## config.mk

```make
export PLATFORM = sky130hd
export DESIGN_NAME = pbth_handler
export DESIGN_NICKNAME = d
export VERILOG_FILES = /design/src/shared/pbth_pkg.sv /design/src/logic/pbth_handler.sv
export SDC_FILE = /design/constraint.sdc
export NUM_CORES = 1
export LEC_CHECK = 0
export ABC_CLOCK_PERIOD_IN_PS = 4580
export BUFFER_PORTS_ARGS = -buffer_cell sky130_fd_sc_hd__buf_2
export CAP_MARGIN = 20
export CORE_UTILIZATION = 45
export CTS_CLUSTER_SIZE = 12
export DETAILED_ROUTE_END_ITERATION = 8
export GPL_TIMING_DRIVEN = 0
export PLACE_DENSITY_LB_ADDON = 0.08
export SLEW_MARGIN = 40
export SYNTH_ARGS = -nofsm -noshare
export SYNTH_HDL_FRONTEND = slang
export SYNTH_SLANG_ARGS = --single-unit
export TNS_END_PERCENT = 50
```

## constraint.sdc

```tcl
create_clock -name clock_i -period 4.58 [get_ports clock_i]
set_input_delay 0.916 -clock clock_i [delete_from_list [all_inputs] [get_ports clock_i]]
set_output_delay 0.916 -clock clock_i [all_outputs]
set_load 0.05 [all_outputs]
```

## src/shared/pbth_pkg.sv

```systemverilog
// Purpose: Constants and types for the bridge termination handler
// Assumes: Single 50 MHz clock, synchronous active-high reset
// Notes:   Register offsets are byte addresses on a simple register port
package pbth_pkg;
  localparam logic [7:0]  PBTH_REG_EVT_MASK  = 8'h64;
  localparam logic [7:0]  PBTH_REG_CMD       = 8'h04;
  localparam logic [7:0]  PBTH_REG_STATUS    = 8'h08;
  localparam logic [7:0]  PBTH_REG_LIMIT     = 8'h0c;
  localparam logic [7:0]  PBTH_REG_ATTEMPTS  = 8'h10;
  localparam int          PBTH_CMD_SERR_EN_BIT = 8;
  localparam int          PBTH_MASK_PW_BIT     = 2;
  localparam int          PBTH_MASK_DLY_BIT    = 5;
  localparam logic [7:0]  PBTH_MASK_RESET    = 8'h00;
  localparam logic [15:0] PBTH_CMD_RESET     = 16'h0000;
  localparam logic [31:0] PBTH_LIMIT_DEFAULT = 32'h0100_0000;
  localparam int          PBTH_ST_RX_TABORT  = 0;
  localparam int          PBTH_ST_SIG_TABORT = 1;
  localparam int          PBTH_ST_SIG_SERR   = 2;
  localparam int          PBTH_ST_RX_MABORT  = 3;
  localparam int          PBTH_DEVSEL_CLOCKS = 5;
  localparam int          PBTH_ACCEPT_CLOCKS = 16;
  localparam logic [3:0]  PBTH_CMD_MEM_WRITE = 4'h7;
  localparam logic [3:0]  PBTH_CMD_MWI       = 4'hf;

  typedef enum logic [1:0] {PBTH_KIND_DW, PBTH_KIND_PW, PBTH_KIND_DR} pbth_kind_t;
  typedef enum logic [2:0] {PBTH_TT_NONE, PBTH_TT_NORMAL, PBTH_TT_RETRY,
                            PBTH_TT_DISC, PBTH_TT_TABORT, PBTH_TT_MABORT} pbth_term_t;
  typedef enum logic [2:0] {PBTH_RSP_NONE, PBTH_RSP_DATA, PBTH_RSP_DATA_DISC,
                            PBTH_RSP_RETRY, PBTH_RSP_DISC, PBTH_RSP_TABORT,
                            PBTH_RSP_NODEVSEL} pbth_resp_t;
endpackage

```

## src/logic/pbth_handler.sv

```systemverilog
// Purpose: Termination handling for a two-port PCI bridge
// Assumes: Bus state machines outside present decoded terminations as pulses
// Notes:   Attempt counting per queue entry, system error gating, initiator replies
`timescale 1ns/1ns

// How it works
// - Delayed write reissued until data, abort
// - Retry attempts bounded by configurable limit
// - Delayed write done: disconnect if multi-phase
// - Target retry on delayed write: retry initiator
// - Delayed write abort: relay, set both flags
// - Delayed write exhausted: system error if enabled
// - Posted retry reissues same address
// - Posted disconnect restarts at next DWORD
// - Partial invalidate write continues as write
// - Posted abort: flag, system error if enabled
// - Posted exhausted: system error if enabled
// - Delayed read reissued until data, abort
// - Read done: prefetch versus first-phase disconnect
// - Read disconnect passed on if more wanted
// - Delayed read abort: relay, set both flags
// - Delayed read exhausted: system error if enabled
// - Delayed write retried while busy or blocked
// - Delayed read retried while data unready
// - Posted write retried without room, lock
// - Unrepeated delayed transaction discarded on timeout
// - Disconnect on boundary, full, no data
// - Target abort only relayed, flags set
// - Master abort after five clocks without select
module pbth_handler
  import pbth_pkg::*;
#(
  parameter int          ENTRIES     = 4,
  parameter logic [31:0] RETRY_LIMIT = PBTH_LIMIT_DEFAULT,
  parameter int          MTO_CLOCKS  = 32768
) (
  input  wire logic                       clock_i,
  input  wire logic                       srst_i,
  // Register port
  input  wire logic [7:0]                 reg_addr_i,
  input  wire logic [31:0]                reg_wdata_i,
  input  wire logic                       reg_write_i,
  input  wire logic                       reg_read_i,
  output logic      [31:0]                reg_rdata_o,
  // Target-bus side: attempt outcome for a queue entry
  input  wire logic                       tgt_start_i,
  input  wire logic                       tgt_devsel_i,
  input  wire logic                       tgt_end_i,
  input  wire pbth_term_t                 tgt_term_i,
  input  wire logic [$clog2(ENTRIES)-1:0] tgt_entry_i,
  input  wire pbth_kind_t                 tgt_kind_i,
  input  wire logic [31:0]                tgt_addr_i,
  input  wire logic [3:0]                 tgt_cmd_i,
  input  wire logic [15:0]                tgt_dwords_i,
  input  wire logic                       tgt_left_i,
  output logic                            tgt_reissue_o,
  output logic      [31:0]                tgt_next_addr_o,
  output logic      [3:0]                 tgt_next_cmd_o,
  output logic                            tgt_mabort_o,
  // Initiator side: request and reply decision
  input  wire logic                       ini_req_i,
  input  wire pbth_kind_t                 ini_kind_i,
  input  wire logic [$clog2(ENTRIES)-1:0] ini_entry_i,
  input  wire logic                       ini_multi_i,
  input  wire logic                       ini_prefetch_i,
  input  wire logic                       ini_more_i,
  input  wire logic                       ini_queueing_i,
  input  wire logic                       ini_not_ready_i,
  input  wire logic                       ini_queue_full_i,
  input  wire logic                       ini_dup_i,
  input  wire logic                       ini_lock_conflict_i,
  input  wire logic                       ini_behind_post_i,
  input  wire logic                       ini_discarding_i,
  input  wire logic                       ini_pw_room_i,
  input  wire logic                       ini_boundary_i,
  input  wire logic                       ini_no_space_i,
  input  wire logic                       ini_no_data_i,
  input  wire logic [4:0]                 ini_accept_clocks_i,
  output pbth_resp_t                      ini_resp_o,
  output logic                            ini_entry_drop_o,
  output logic                            primary_system_error_out
);
  localparam int EW = $clog2(ENTRIES);

  logic [7:0]        mask_q;
  logic [15:0]       cmd_q;
  logic [31:0]       limit_q;
  logic [3:0]        status_q;
  logic              serr_q;
  logic [31:0]       cnt_q    [ENTRIES];
  pbth_term_t        result_q [ENTRIES];
  logic              valid_q  [ENTRIES];
  logic [15:0]       mto_q    [ENTRIES];
  logic [2:0]        dsel_q;
  logic              dsel_wait_q;
  logic [31:0]       rdata_d;

  wire serr_en   = cmd_q[PBTH_CMD_SERR_EN_BIT];
  wire dly_ok    = serr_en && !mask_q[PBTH_MASK_DLY_BIT];
  wire pw_ok     = serr_en && !mask_q[PBTH_MASK_PW_BIT];
  wire retry_end = tgt_end_i && tgt_term_i == PBTH_TT_RETRY;
  wire exhausted = cnt_q[tgt_entry_i] + 32'h1 >= limit_q;
  wire got_abort = tgt_end_i && tgt_term_i == PBTH_TT_TABORT;
  wire ini_abort = ini_req_i && ini_kind_i != PBTH_KIND_PW
                   && valid_q[ini_entry_i] && result_q[ini_entry_i] == PBTH_TT_TABORT;

  // Registers written by software
  always_ff @(posedge clock_i) begin
    if (srst_i) begin
      mask_q  <= PBTH_MASK_RESET;
      cmd_q   <= PBTH_CMD_RESET;
      limit_q <= RETRY_LIMIT;
    end else if (reg_write_i) begin
      unique case (reg_addr_i)
        PBTH_REG_EVT_MASK: mask_q  <= reg_wdata_i[7:0];
        PBTH_REG_CMD:      cmd_q   <= reg_wdata_i[15:0];
        PBTH_REG_LIMIT:    limit_q <= (reg_wdata_i == 32'h0) ? 32'h1 : reg_wdata_i;
        default: ;
      endcase
    end
  end

  // Status flags: write one to clear, a new event wins over the clear
  always_ff @(posedge clock_i) begin
    if (srst_i) begin
      status_q <= 4'h0;
    end else begin
      for (int b = 0; b < 4; b++) begin
        if (reg_write_i && reg_addr_i == PBTH_REG_STATUS && reg_wdata_i[b])
          status_q[b] <= 1'b0;
      end
      if (got_abort)
        status_q[PBTH_ST_RX_TABORT] <= 1'b1;
      if (ini_abort)
        status_q[PBTH_ST_SIG_TABORT] <= 1'b1;
      if (tgt_mabort_o)
        status_q[PBTH_ST_RX_MABORT] <= 1'b1;
      if (serr_q)
        status_q[PBTH_ST_SIG_SERR] <= 1'b1;
    end
  end

  // System error is a one-cycle pulse per event
  always_ff @(posedge clock_i) begin
    if (srst_i) begin
      serr_q <= 1'b0;
    end else begin
      serr_q <= 1'b0;
      if (retry_end && exhausted) begin
        if (tgt_kind_i == PBTH_KIND_PW)
          serr_q <= pw_ok;
        else
          serr_q <= dly_ok;
      end
      if (got_abort && tgt_kind_i == PBTH_KIND_PW)
        serr_q <= serr_en;
    end
  end
  assign primary_system_error_out = serr_q;

  // Master abort: no device select within five clocks of frame
  always_ff @(posedge clock_i) begin
    if (srst_i) begin
      dsel_q      <= 3'h0;
      dsel_wait_q <= 1'b0;
    end else if (tgt_start_i) begin
      dsel_q      <= 3'h0;
      dsel_wait_q <= 1'b1;
    end else if (dsel_wait_q) begin
      if (tgt_devsel_i)
        dsel_wait_q <= 1'b0;
      else if (dsel_q == 3'(PBTH_DEVSEL_CLOCKS - 1))
        dsel_wait_q <= 1'b0;
      else
        dsel_q <= dsel_q + 3'h1;
    end
  end
  assign tgt_mabort_o = dsel_wait_q && !tgt_devsel_i
                        && dsel_q == 3'(PBTH_DEVSEL_CLOCKS - 1);

  // Per-entry attempt counters, results and repeat timers
  generate
    for (genvar e = 0; e < ENTRIES; e++) begin : g_entry
      wire hit_t = tgt_end_i && tgt_entry_i == EW'(e);
      wire hit_i = ini_req_i && ini_entry_i == EW'(e);
      wire done  = hit_i && valid_q[e];
      wire tmo   = valid_q[e] && mto_q[e] == 16'(MTO_CLOCKS - 1);
      always_ff @(posedge clock_i) begin
        if (srst_i) begin
          cnt_q[e]    <= 32'h0;
          result_q[e] <= PBTH_TT_NONE;
          valid_q[e]  <= 1'b0;
          mto_q[e]    <= 16'h0;
        end else if (tmo) begin
          cnt_q[e]    <= 32'h0;
          valid_q[e]  <= 1'b0;
          result_q[e] <= PBTH_TT_NONE;
        end else if (hit_t) begin
          if (tgt_term_i == PBTH_TT_RETRY) begin
            cnt_q[e] <= exhausted ? 32'h0 : cnt_q[e] + 32'h1;
          end else begin
            cnt_q[e]    <= 32'h0;
            result_q[e] <= tgt_term_i;
            valid_q[e]  <= tgt_kind_i != PBTH_KIND_PW;
            mto_q[e]    <= 16'h0;
          end
        end else if (done) begin
          valid_q[e]  <= 1'b0;
          result_q[e] <= PBTH_TT_NONE;
        end else if (valid_q[e]) begin
          mto_q[e] <= mto_q[e] + 16'h1;
        end
      end
    end
  endgenerate

  // Reissue decisions toward the target bus
  always_ff @(posedge clock_i) begin
    if (srst_i) begin
      tgt_reissue_o   <= 1'b0;
      tgt_next_addr_o <= 32'h0;
      tgt_next_cmd_o  <= 4'h0;
    end else begin
      tgt_reissue_o <= 1'b0;
      if (retry_end && !exhausted) begin
        tgt_reissue_o   <= 1'b1;
        tgt_next_addr_o <= tgt_addr_i;
        tgt_next_cmd_o  <= tgt_cmd_i;
      end else if (tgt_end_i && tgt_term_i == PBTH_TT_DISC
                   && tgt_kind_i == PBTH_KIND_PW && tgt_left_i) begin
        tgt_reissue_o   <= 1'b1;
        tgt_next_addr_o <= tgt_addr_i + {14'h0, tgt_dwords_i, 2'b00};
        tgt_next_cmd_o  <= (tgt_cmd_i == PBTH_CMD_MWI && tgt_dwords_i != 16'h0)
                           ? PBTH_CMD_MEM_WRITE : tgt_cmd_i;
      end
    end
  end

  // Reply to the originating initiator
  always_ff @(posedge clock_i) begin
    if (srst_i) begin
      ini_resp_o       <= PBTH_RSP_NONE;
      ini_entry_drop_o <= 1'b0;
    end else begin
      ini_entry_drop_o <= 1'b0;
      ini_resp_o       <= PBTH_RSP_NONE;
      if (ini_req_i) begin
        unique case (ini_kind_i)
          PBTH_KIND_PW: begin
            if (!ini_pw_room_i || ini_lock_conflict_i)
              ini_resp_o <= PBTH_RSP_RETRY;
            else if (ini_boundary_i || ini_no_space_i)
              ini_resp_o <= PBTH_RSP_DATA_DISC;
            else
              ini_resp_o <= PBTH_RSP_DATA;
          end
          PBTH_KIND_DW: begin
            if (ini_queueing_i || ini_not_ready_i || ini_queue_full_i || ini_dup_i
                || ini_lock_conflict_i || ini_accept_clocks_i > 5'(PBTH_ACCEPT_CLOCKS)
                || !valid_q[ini_entry_i])
              ini_resp_o <= PBTH_RSP_RETRY;
            else begin
              ini_entry_drop_o <= 1'b1;
              unique case (result_q[ini_entry_i])
                PBTH_TT_TABORT: ini_resp_o <= PBTH_RSP_TABORT;
                PBTH_TT_MABORT: ini_resp_o <= PBTH_RSP_NODEVSEL;
                default: ini_resp_o <= (ini_multi_i || ini_boundary_i)
                                       ? PBTH_RSP_DATA_DISC : PBTH_RSP_DATA;
              endcase
            end
          end
          PBTH_KIND_DR: begin
            if (ini_queueing_i || ini_not_ready_i || ini_behind_post_i || ini_queue_full_i
                || ini_dup_i || ini_lock_conflict_i || ini_discarding_i
                || !valid_q[ini_entry_i])
              ini_resp_o <= PBTH_RSP_RETRY;
            else begin
              ini_entry_drop_o <= 1'b1;
              unique case (result_q[ini_entry_i])
                PBTH_TT_TABORT: ini_resp_o <= PBTH_RSP_TABORT;
                PBTH_TT_MABORT: ini_resp_o <= PBTH_RSP_NODEVSEL;
                PBTH_TT_DISC:   ini_resp_o <= (ini_more_i || ini_no_data_i)
                                              ? PBTH_RSP_DATA_DISC : PBTH_RSP_DATA;
                default: ini_resp_o <= (ini_prefetch_i ? (ini_more_i || ini_boundary_i)
                                                       : ini_multi_i)
                                       ? PBTH_RSP_DATA_DISC : PBTH_RSP_DATA;
              endcase
            end
          end
          default: ini_resp_o <= PBTH_RSP_NONE;
        endcase
      end
    end
  end

  // Read back
  always_comb begin
    rdata_d = 32'h0;
    unique case (reg_addr_i)
      PBTH_REG_EVT_MASK: rdata_d = {24'h0, mask_q};
      PBTH_REG_CMD:      rdata_d = {16'h0, cmd_q};
      PBTH_REG_STATUS:   rdata_d = {28'h0, status_q};
      PBTH_REG_LIMIT:    rdata_d = limit_q;
      PBTH_REG_ATTEMPTS: rdata_d = cnt_q[0];
      default:           rdata_d = 32'h0;
    endcase
  end

  always_ff @(posedge clock_i) begin
    if (srst_i)
      reg_rdata_o <= 32'h0;
    else
      reg_rdata_o <= reg_read_i ? rdata_d : 32'h0;
  end
endmodule // pbth_handler

```

## After elaboration in Yosys (flattened, before gate mapping)

Memories as Yosys holds them, arrays and structs flattened.
Index checks and enable logic that the tools add are counted.

- Register bits: 138
- RAM bits: 208
- Input bits: 131
- Output and inout port bits: 75
- Logic and storage cells: 364
- Memories kept: 4

- Add/sub/neg operators: 11
- Order comparisons: 2
- Equal/unequal tests: 28
- Mux-type cells: 178
- Bitwise operators: 48
- Reductions and logical operators: 77

Memory list:

| name | depth | bits a word | read ports | clocked after Yosys merged registers in | write ports | RTL line | RTL |
|---|---|---|---|---|---|---|---|
| cnt_q | 4 | 32 | 5 | 0 | 4 | pbth_handler.sv:90 | `logic [31:0] cnt_q [ENTRIES];` |
| mto_q | 4 | 16 | 4 | 0 | 4 | pbth_handler.sv:93 | `logic [15:0] mto_q [ENTRIES];` |
| result_q | 4 | 3 | 1 | 0 | 4 | pbth_handler.sv:91 | `pbth_term_t result_q [ENTRIES];` |
| valid_q | 4 | 1 | 5 | 0 | 4 | pbth_handler.sv:92 | `logic valid_q [ENTRIES];` |

Operator list:

| kind | count |
|---|---|
| $mux 32 | 19 |
| $add 32x1->32 const B | 5 |
| $pmux 32 s5 | 1 |
| $mux 16 | 8 |
| $mux 1 | 124 |
| $add 16x1->16 const B | 4 |
| $eq 16x15->1 const B | 4 |
| $or 1x1->1 | 44 |
| $mux 3 | 14 |
| $logic_and 1x1->1 | 37 |
| $add 32x18->32 | 1 |
| $ge 32x32->1 | 1 |
| $logic_not 32->1 | 1 |
| $pmux 3 s3 | 2 |
| $logic_or 1x1->1 | 17 |
| $eq 8x4->1 const B | 2 |
| $reduce_bool 16->1 | 1 |
| $eq 3x3->1 const B | 4 |
| $mux 4 | 3 |
| $eq 2x2->1 const B | 5 |
| $mux 2 | 5 |
| $reduce_bool 2->1 | 5 |
| $eq 3x2->1 const B | 3 |
| $eq 2x1->1 const B | 4 |
| other kinds (15) | 30 |

## Logic depth before layout (Yosys ltp)

- Word-level depth: 9
- Depth in mapped cells: 19
- Gate-level depth less buffers: 15

## Worst setup path before layout

OpenSTA, ideal clock, no wires.

- Path kind: input to register
- Start: in tgt_entry_i[1]
- End: mem cnt_q[3][24], data pin
- Library setup time: 0.257 ns
- Arrival: 4.214 ns
- Data required time: 4.323 ns
- Path slack: 0.110 ns
- Cell stages on the path: 19
- Buffers on the path: 4
- Cell sequence: buf_6 > buf_12 > mux4_2 > ha_1 > and4_4 > nand3_2 > nor3_2 > nand2_1 > xnor2_1 > ha_1 > nand4_1 > nor3_1 > a222oi_1 > and4_1 > and2_1 > buf_2 > nand4_1 > buf_2 > nor2_1

RTL lines:

| item | RTL line | RTL |
|---|---|---|
| start: declaration | pbth_handler.sv:50 | `input wire logic [$clog2(ENTRIES)-1:0] tgt_entry_i,` |
| end: declaration | pbth_handler.sv:90 |  |

==> flow_metrics.env <==
export IMPL_hold_path_class="register to register"
export IMPL_p_leak_nw=8.533
export IMPL_fin_crit_ns=4.527
export IMPL_antenna_found_initial=1
export IMPL_grt_pass1_wl_um=86900
export IMPL_synthFlopType="edfxtp_1"
export IMPL_netlist_top_cells_area="edfxtp_1 32%, dfxtp_1 14%, nor2_1 6.2%"
export IMPL_p_sw_mw=1.906
export IMPL_synth_edf_count=208
export IMPL_irDropWorstVdd_mv=0.2782
export IMPL_drv_cap=0
export IMPL_wire_per_inst_um=19.50
export IMPL_worst_pin_slew_ns=0.8385
export IMPL_seqPwrFrac_pct=47.0
export IMPL_clk_pin_slew_ns=0.06
export IMPL_whs_ns=0.4465
export IMPL_synth_distinct_cells=87
export IMPL_viasPerCell=5.578
export IMPL_synth_avg_cell_area_um2=9.572
export IMPL_num_vias=16420
export IMPL_port_buffers=202
export IMPL_core_area_mm2=0.04308
export IMPL_synthesis_nets=2248
export IMPL_synth_seq_cells=346
export IMPL_rsz0062_at_grt="true"
export IMPL_finalNetCount=2517
export IMPL_syn_area_mm2=0.01969
export IMPL_grt_pass1_vias=15800
export IMPL_die_w_um=211.2
export IMPL_p_per_area_mw_per_mm2=319.5
export IMPL_intPower_mw=5.630
export IMPL_critPathBufInv=7
export IMPL_cpMostUsedCell="buf_12"
export IMPL_hpwlAfterDp_um=43430
export IMPL_slew_headroom_pct=44.10
export IMPL_ioPinCount=206
export IMPL_drc_errors=0
export IMPL_gp_congestion=0.9356
export IMPL_drive_gt1_share_pct=19.17
export IMPL_clockRootBuffer="clkbuf_16"
export IMPL_path_max_fanout=8
export IMPL_cpMaxStageDelayCell="mux4_2"
export IMPL_critPathMaxStageDelay_ns=0.37
export IMPL_drv_slew=0
export IMPL_syn_to_final_growth_pct=19.80
export IMPL_cp_required_ns=4.99
export IMPL_crit_type="input port to register"
export IMPL_htreeDepth=2
export IMPL_async_flop_share_pct=0
export IMPL_start_util_pct=45.71
export IMPL_cts_buffer_depth=3
export IMPL_crit_cells=22
export IMPL_holdPathStages=2
export IMPL_clock_fmax_mhz=220.9
export IMPL_hold_viol=0
export IMPL_synth_cells=2057
export IMPL_cts_buffers=41
export IMPL_period_share_pct=98.84
export IMPL_clk_latency_ns=0.57
export IMPL_grt_usage_pct=25.19
export IMPL_final_util_pct=54.76
export IMPL_clkPwrFrac_pct=42.6
export IMPL_synth_top_cell_area_share_pct=31.72
export IMPL_status="complete, no violations"
export IMPL_yosys_warnings=0
export IMPL_cts_sinks=346
export IMPL_drt_pass1_iterations=6
export IMPL_yosysTopAreaCell="edfxtp_1"
export IMPL_overflow=0
export IMPL_drtIter0Drc=1111
export IMPL_die_area_mm2=0.04460
export IMPL_ys_seq_area_share_pct=45.75
export IMPL_grt_max_degree=33
export IMPL_setup_viol=0
export IMPL_finalWirelength_um=57390
export IMPL_arrival_ns=4.94
export IMPL_swShare_pct=25.30
export IMPL_cts_tree="yes"
export IMPL_combPwrFrac_pct=10.4
export IMPL_drt_antenna_violating_nets=0
export IMPL_start_kind="input port"
export IMPL_dpl_cell_area_mm2=0.02153
export IMPL_ctsHoldBuffers=0
export IMPL_num_rows=76
export IMPL_fin_area_mm2=0.02359
export IMPL_finClkSkew_ns=0.02604
export IMPL_crit_family="simple AND/OR/NAND/NOR gates"
export IMPL_path_cells="buf_12, buf_12, buf_12, mux4_2, ha_4, and4_4, nand3_4, nor3_4, nand2_1, xnor2_1, ha_1, nand4_1, nor2_1, a222oi_1, buf_4, and4_4, and2_4, buf_8, nand4_1, buf_6, clkbuf_16, nor2_2"
export IMPL_end_kind="register"
export IMPL_fp_dieH_um=211.2
export IMPL_rr_worst_depth=20
## kinds of logic after synthesis
family | Yosys count | synth area share (%)
XOR/XNOR | 218 | 9.697
multiplexers | 58 | 5.471
AO/OA/AOI/OAI | 274 | 9.119
AND/OR/NAND/NOR | 941 | 22.63
adder cells (fa/ha/maj) | 60 | 3.851
buffers and inverters | 160 | 3.476
flip-flops | 346 | 45.75
## placed cells by master (no fill, tap or decap), types with 6 or more instances in the layout
cell type / netlist / layout
nor2_1: 327 / 293
buf_2: 26 / 216
nand2_1: 214 / 208
edfxtp_1: 208 / 208
nand3_1: 144 / 142
dfxtp_1: 138 / 138
a21oi_1: 117 / 116
xor2_1: 114 / 113
xnor2_1: 104 / 101
inv_1: 67 / 67
clkbuf_1: 56 / 67
ha_1: 59 / 58
clkbuf_16: 0 / 48
nand4_1: 46 / 46
a22oi_1: 46 / 46
and3_1: 44 / 43
nor3_1: 39 / 36
mux4_2: 29 / 30
nor2_4: 0 / 28
o21ai_0: 24 / 23
buf_4: 3 / 20
and2_1: 23 / 20
nor4_1: 19 / 17
a21o_1: 16 / 16
mux2_2: 16 / 16
and4_1: 13 / 12
nor2b_1: 10 / 10
nand2b_1: 8 / 8
a211oi_1: 8 / 8
nand3b_1: 7 / 7
or3_1: 7 / 7
buf_6: 3 / 7
mux4_1: 7 / 6
clkbuf_2: 1 / 6
o211ai_1: 6 / 6
mux2i_1: 6 / 6
a31oi_1: 6 / 6
nor2_2: 0 / 6
## cells in the mapped netlist, types with 6 or more instances
| cell type | instances |
|---|---|
| a211oi_1 | 8 |
| a21o_1 | 16 |
| a21oi_1 | 117 |
| a22oi_1 | 46 |
| a31oi_1 | 6 |
| and2_1 | 23 |
| and3_1 | 44 |
| and4_1 | 13 |
| buf_2 | 26 |
| clkbuf_1 | 56 |
| dfxtp_1 | 138 |
| edfxtp_1 | 208 |
| ha_1 | 59 |
| inv_1 | 67 |
| mux2_2 | 16 |
| mux2i_1 | 6 |
| mux4_1 | 7 |
| mux4_2 | 29 |
| nand2_1 | 214 |
| nand2b_1 | 8 |
| nand3_1 | 144 |
| nand3b_1 | 7 |
| nand4_1 | 46 |
| nor2_1 | 327 |
| nor2b_1 | 10 |
| nor3_1 | 39 |
| nor3b_1 | 7 |
| nor4_1 | 19 |
| o211ai_1 | 6 |
| o21ai_0 | 24 |
| or3_1 | 7 |
| xnor2_1 | 104 |
| xor2_1 | 114 |
## worst paths after layout
path / startpoint / to / slack [ns]
min: tgt_next_addr_o[12] / tgt_next_addr_o[12] / 0.45
max reg2reg: cnt_q[0][11] / cnt_q[3][29] / 0.15
max: tgt_entry_i[1] / cnt_q[3][29] / 0.05
min reg2reg: tgt_next_addr_o[12] / tgt_next_addr_o[12] / 0.45
## metrics by stage
step	std cells	setup TNS (ns)	total power, mW	setup slack (ns)
floorplan	2057	0	4.063	0.1097
global placement	2844	-157.74	4.325	-1.117
detailed placement	2846	-167.72	4.346	-1.171
CTS	2929	0	7.573	0.002998
global route	2943	-8.774	7.809	-0.1315
finish	2944	0	7.536	0.05309
## area by class of cell
class                   instances  area [um2]
fillers                      3935       19490
multi-input cells            1551       10420
flip-flops and latches        346        9009
repair buffers                226        1335
clock buffers                  63        1181
well taps                     585       732.0
plain buffers                  93       544.3
inverters                      67       251.5
clock inverters                12       116.4
diodes                          1       2.502
## worst min-delay path: cells and delay by family, from the launching register on
kind	cells	cell delay (ns)
DFF	1	0.30
and+or+nand+nor	1	0.05
AOI/OAI and AO/OA	1	0.05
## sequential cells by signal (all words and copies together), names as in the netlist, 8 cells and up
register	count
cmd_q	16
cnt_q	128
limit_q	32
mask_q	8
mto_q	64
reg_rdata_o	32
result_q	12
tgt_next_addr_o	32
## layer usage
metal	GRT usage, %	routed length (um)	share of wire (%)	up-vias
li1	-	-	-	7907
met1	32.19	24740	43	7914
met2	43.31	27760	48	501
met3	3.434	3082	5.4	99
met4	9.295	1810	3.2	0
met5	0	0	0	-
## repair_timing
item	CTS	global route
buffers inserted	8	7
pin swaps	8	31
gates resized for setup	28	114
hold endpoints to repair	0	0
cloned	0	6
endpoints found under the setup margin	165	162
## power groups by stage
stage                     clock, mW  combinational [mW]  sequential, mW
after detailed placement          0               0.740            3.61
after global routing           3.40               0.854            3.56
after floorplan                   0               0.474            3.59
final                          3.21               0.784            3.54
after global placement            0               0.720            3.61
after CTS                      3.28               0.752            3.54
(Power assumes the default switching activity.)
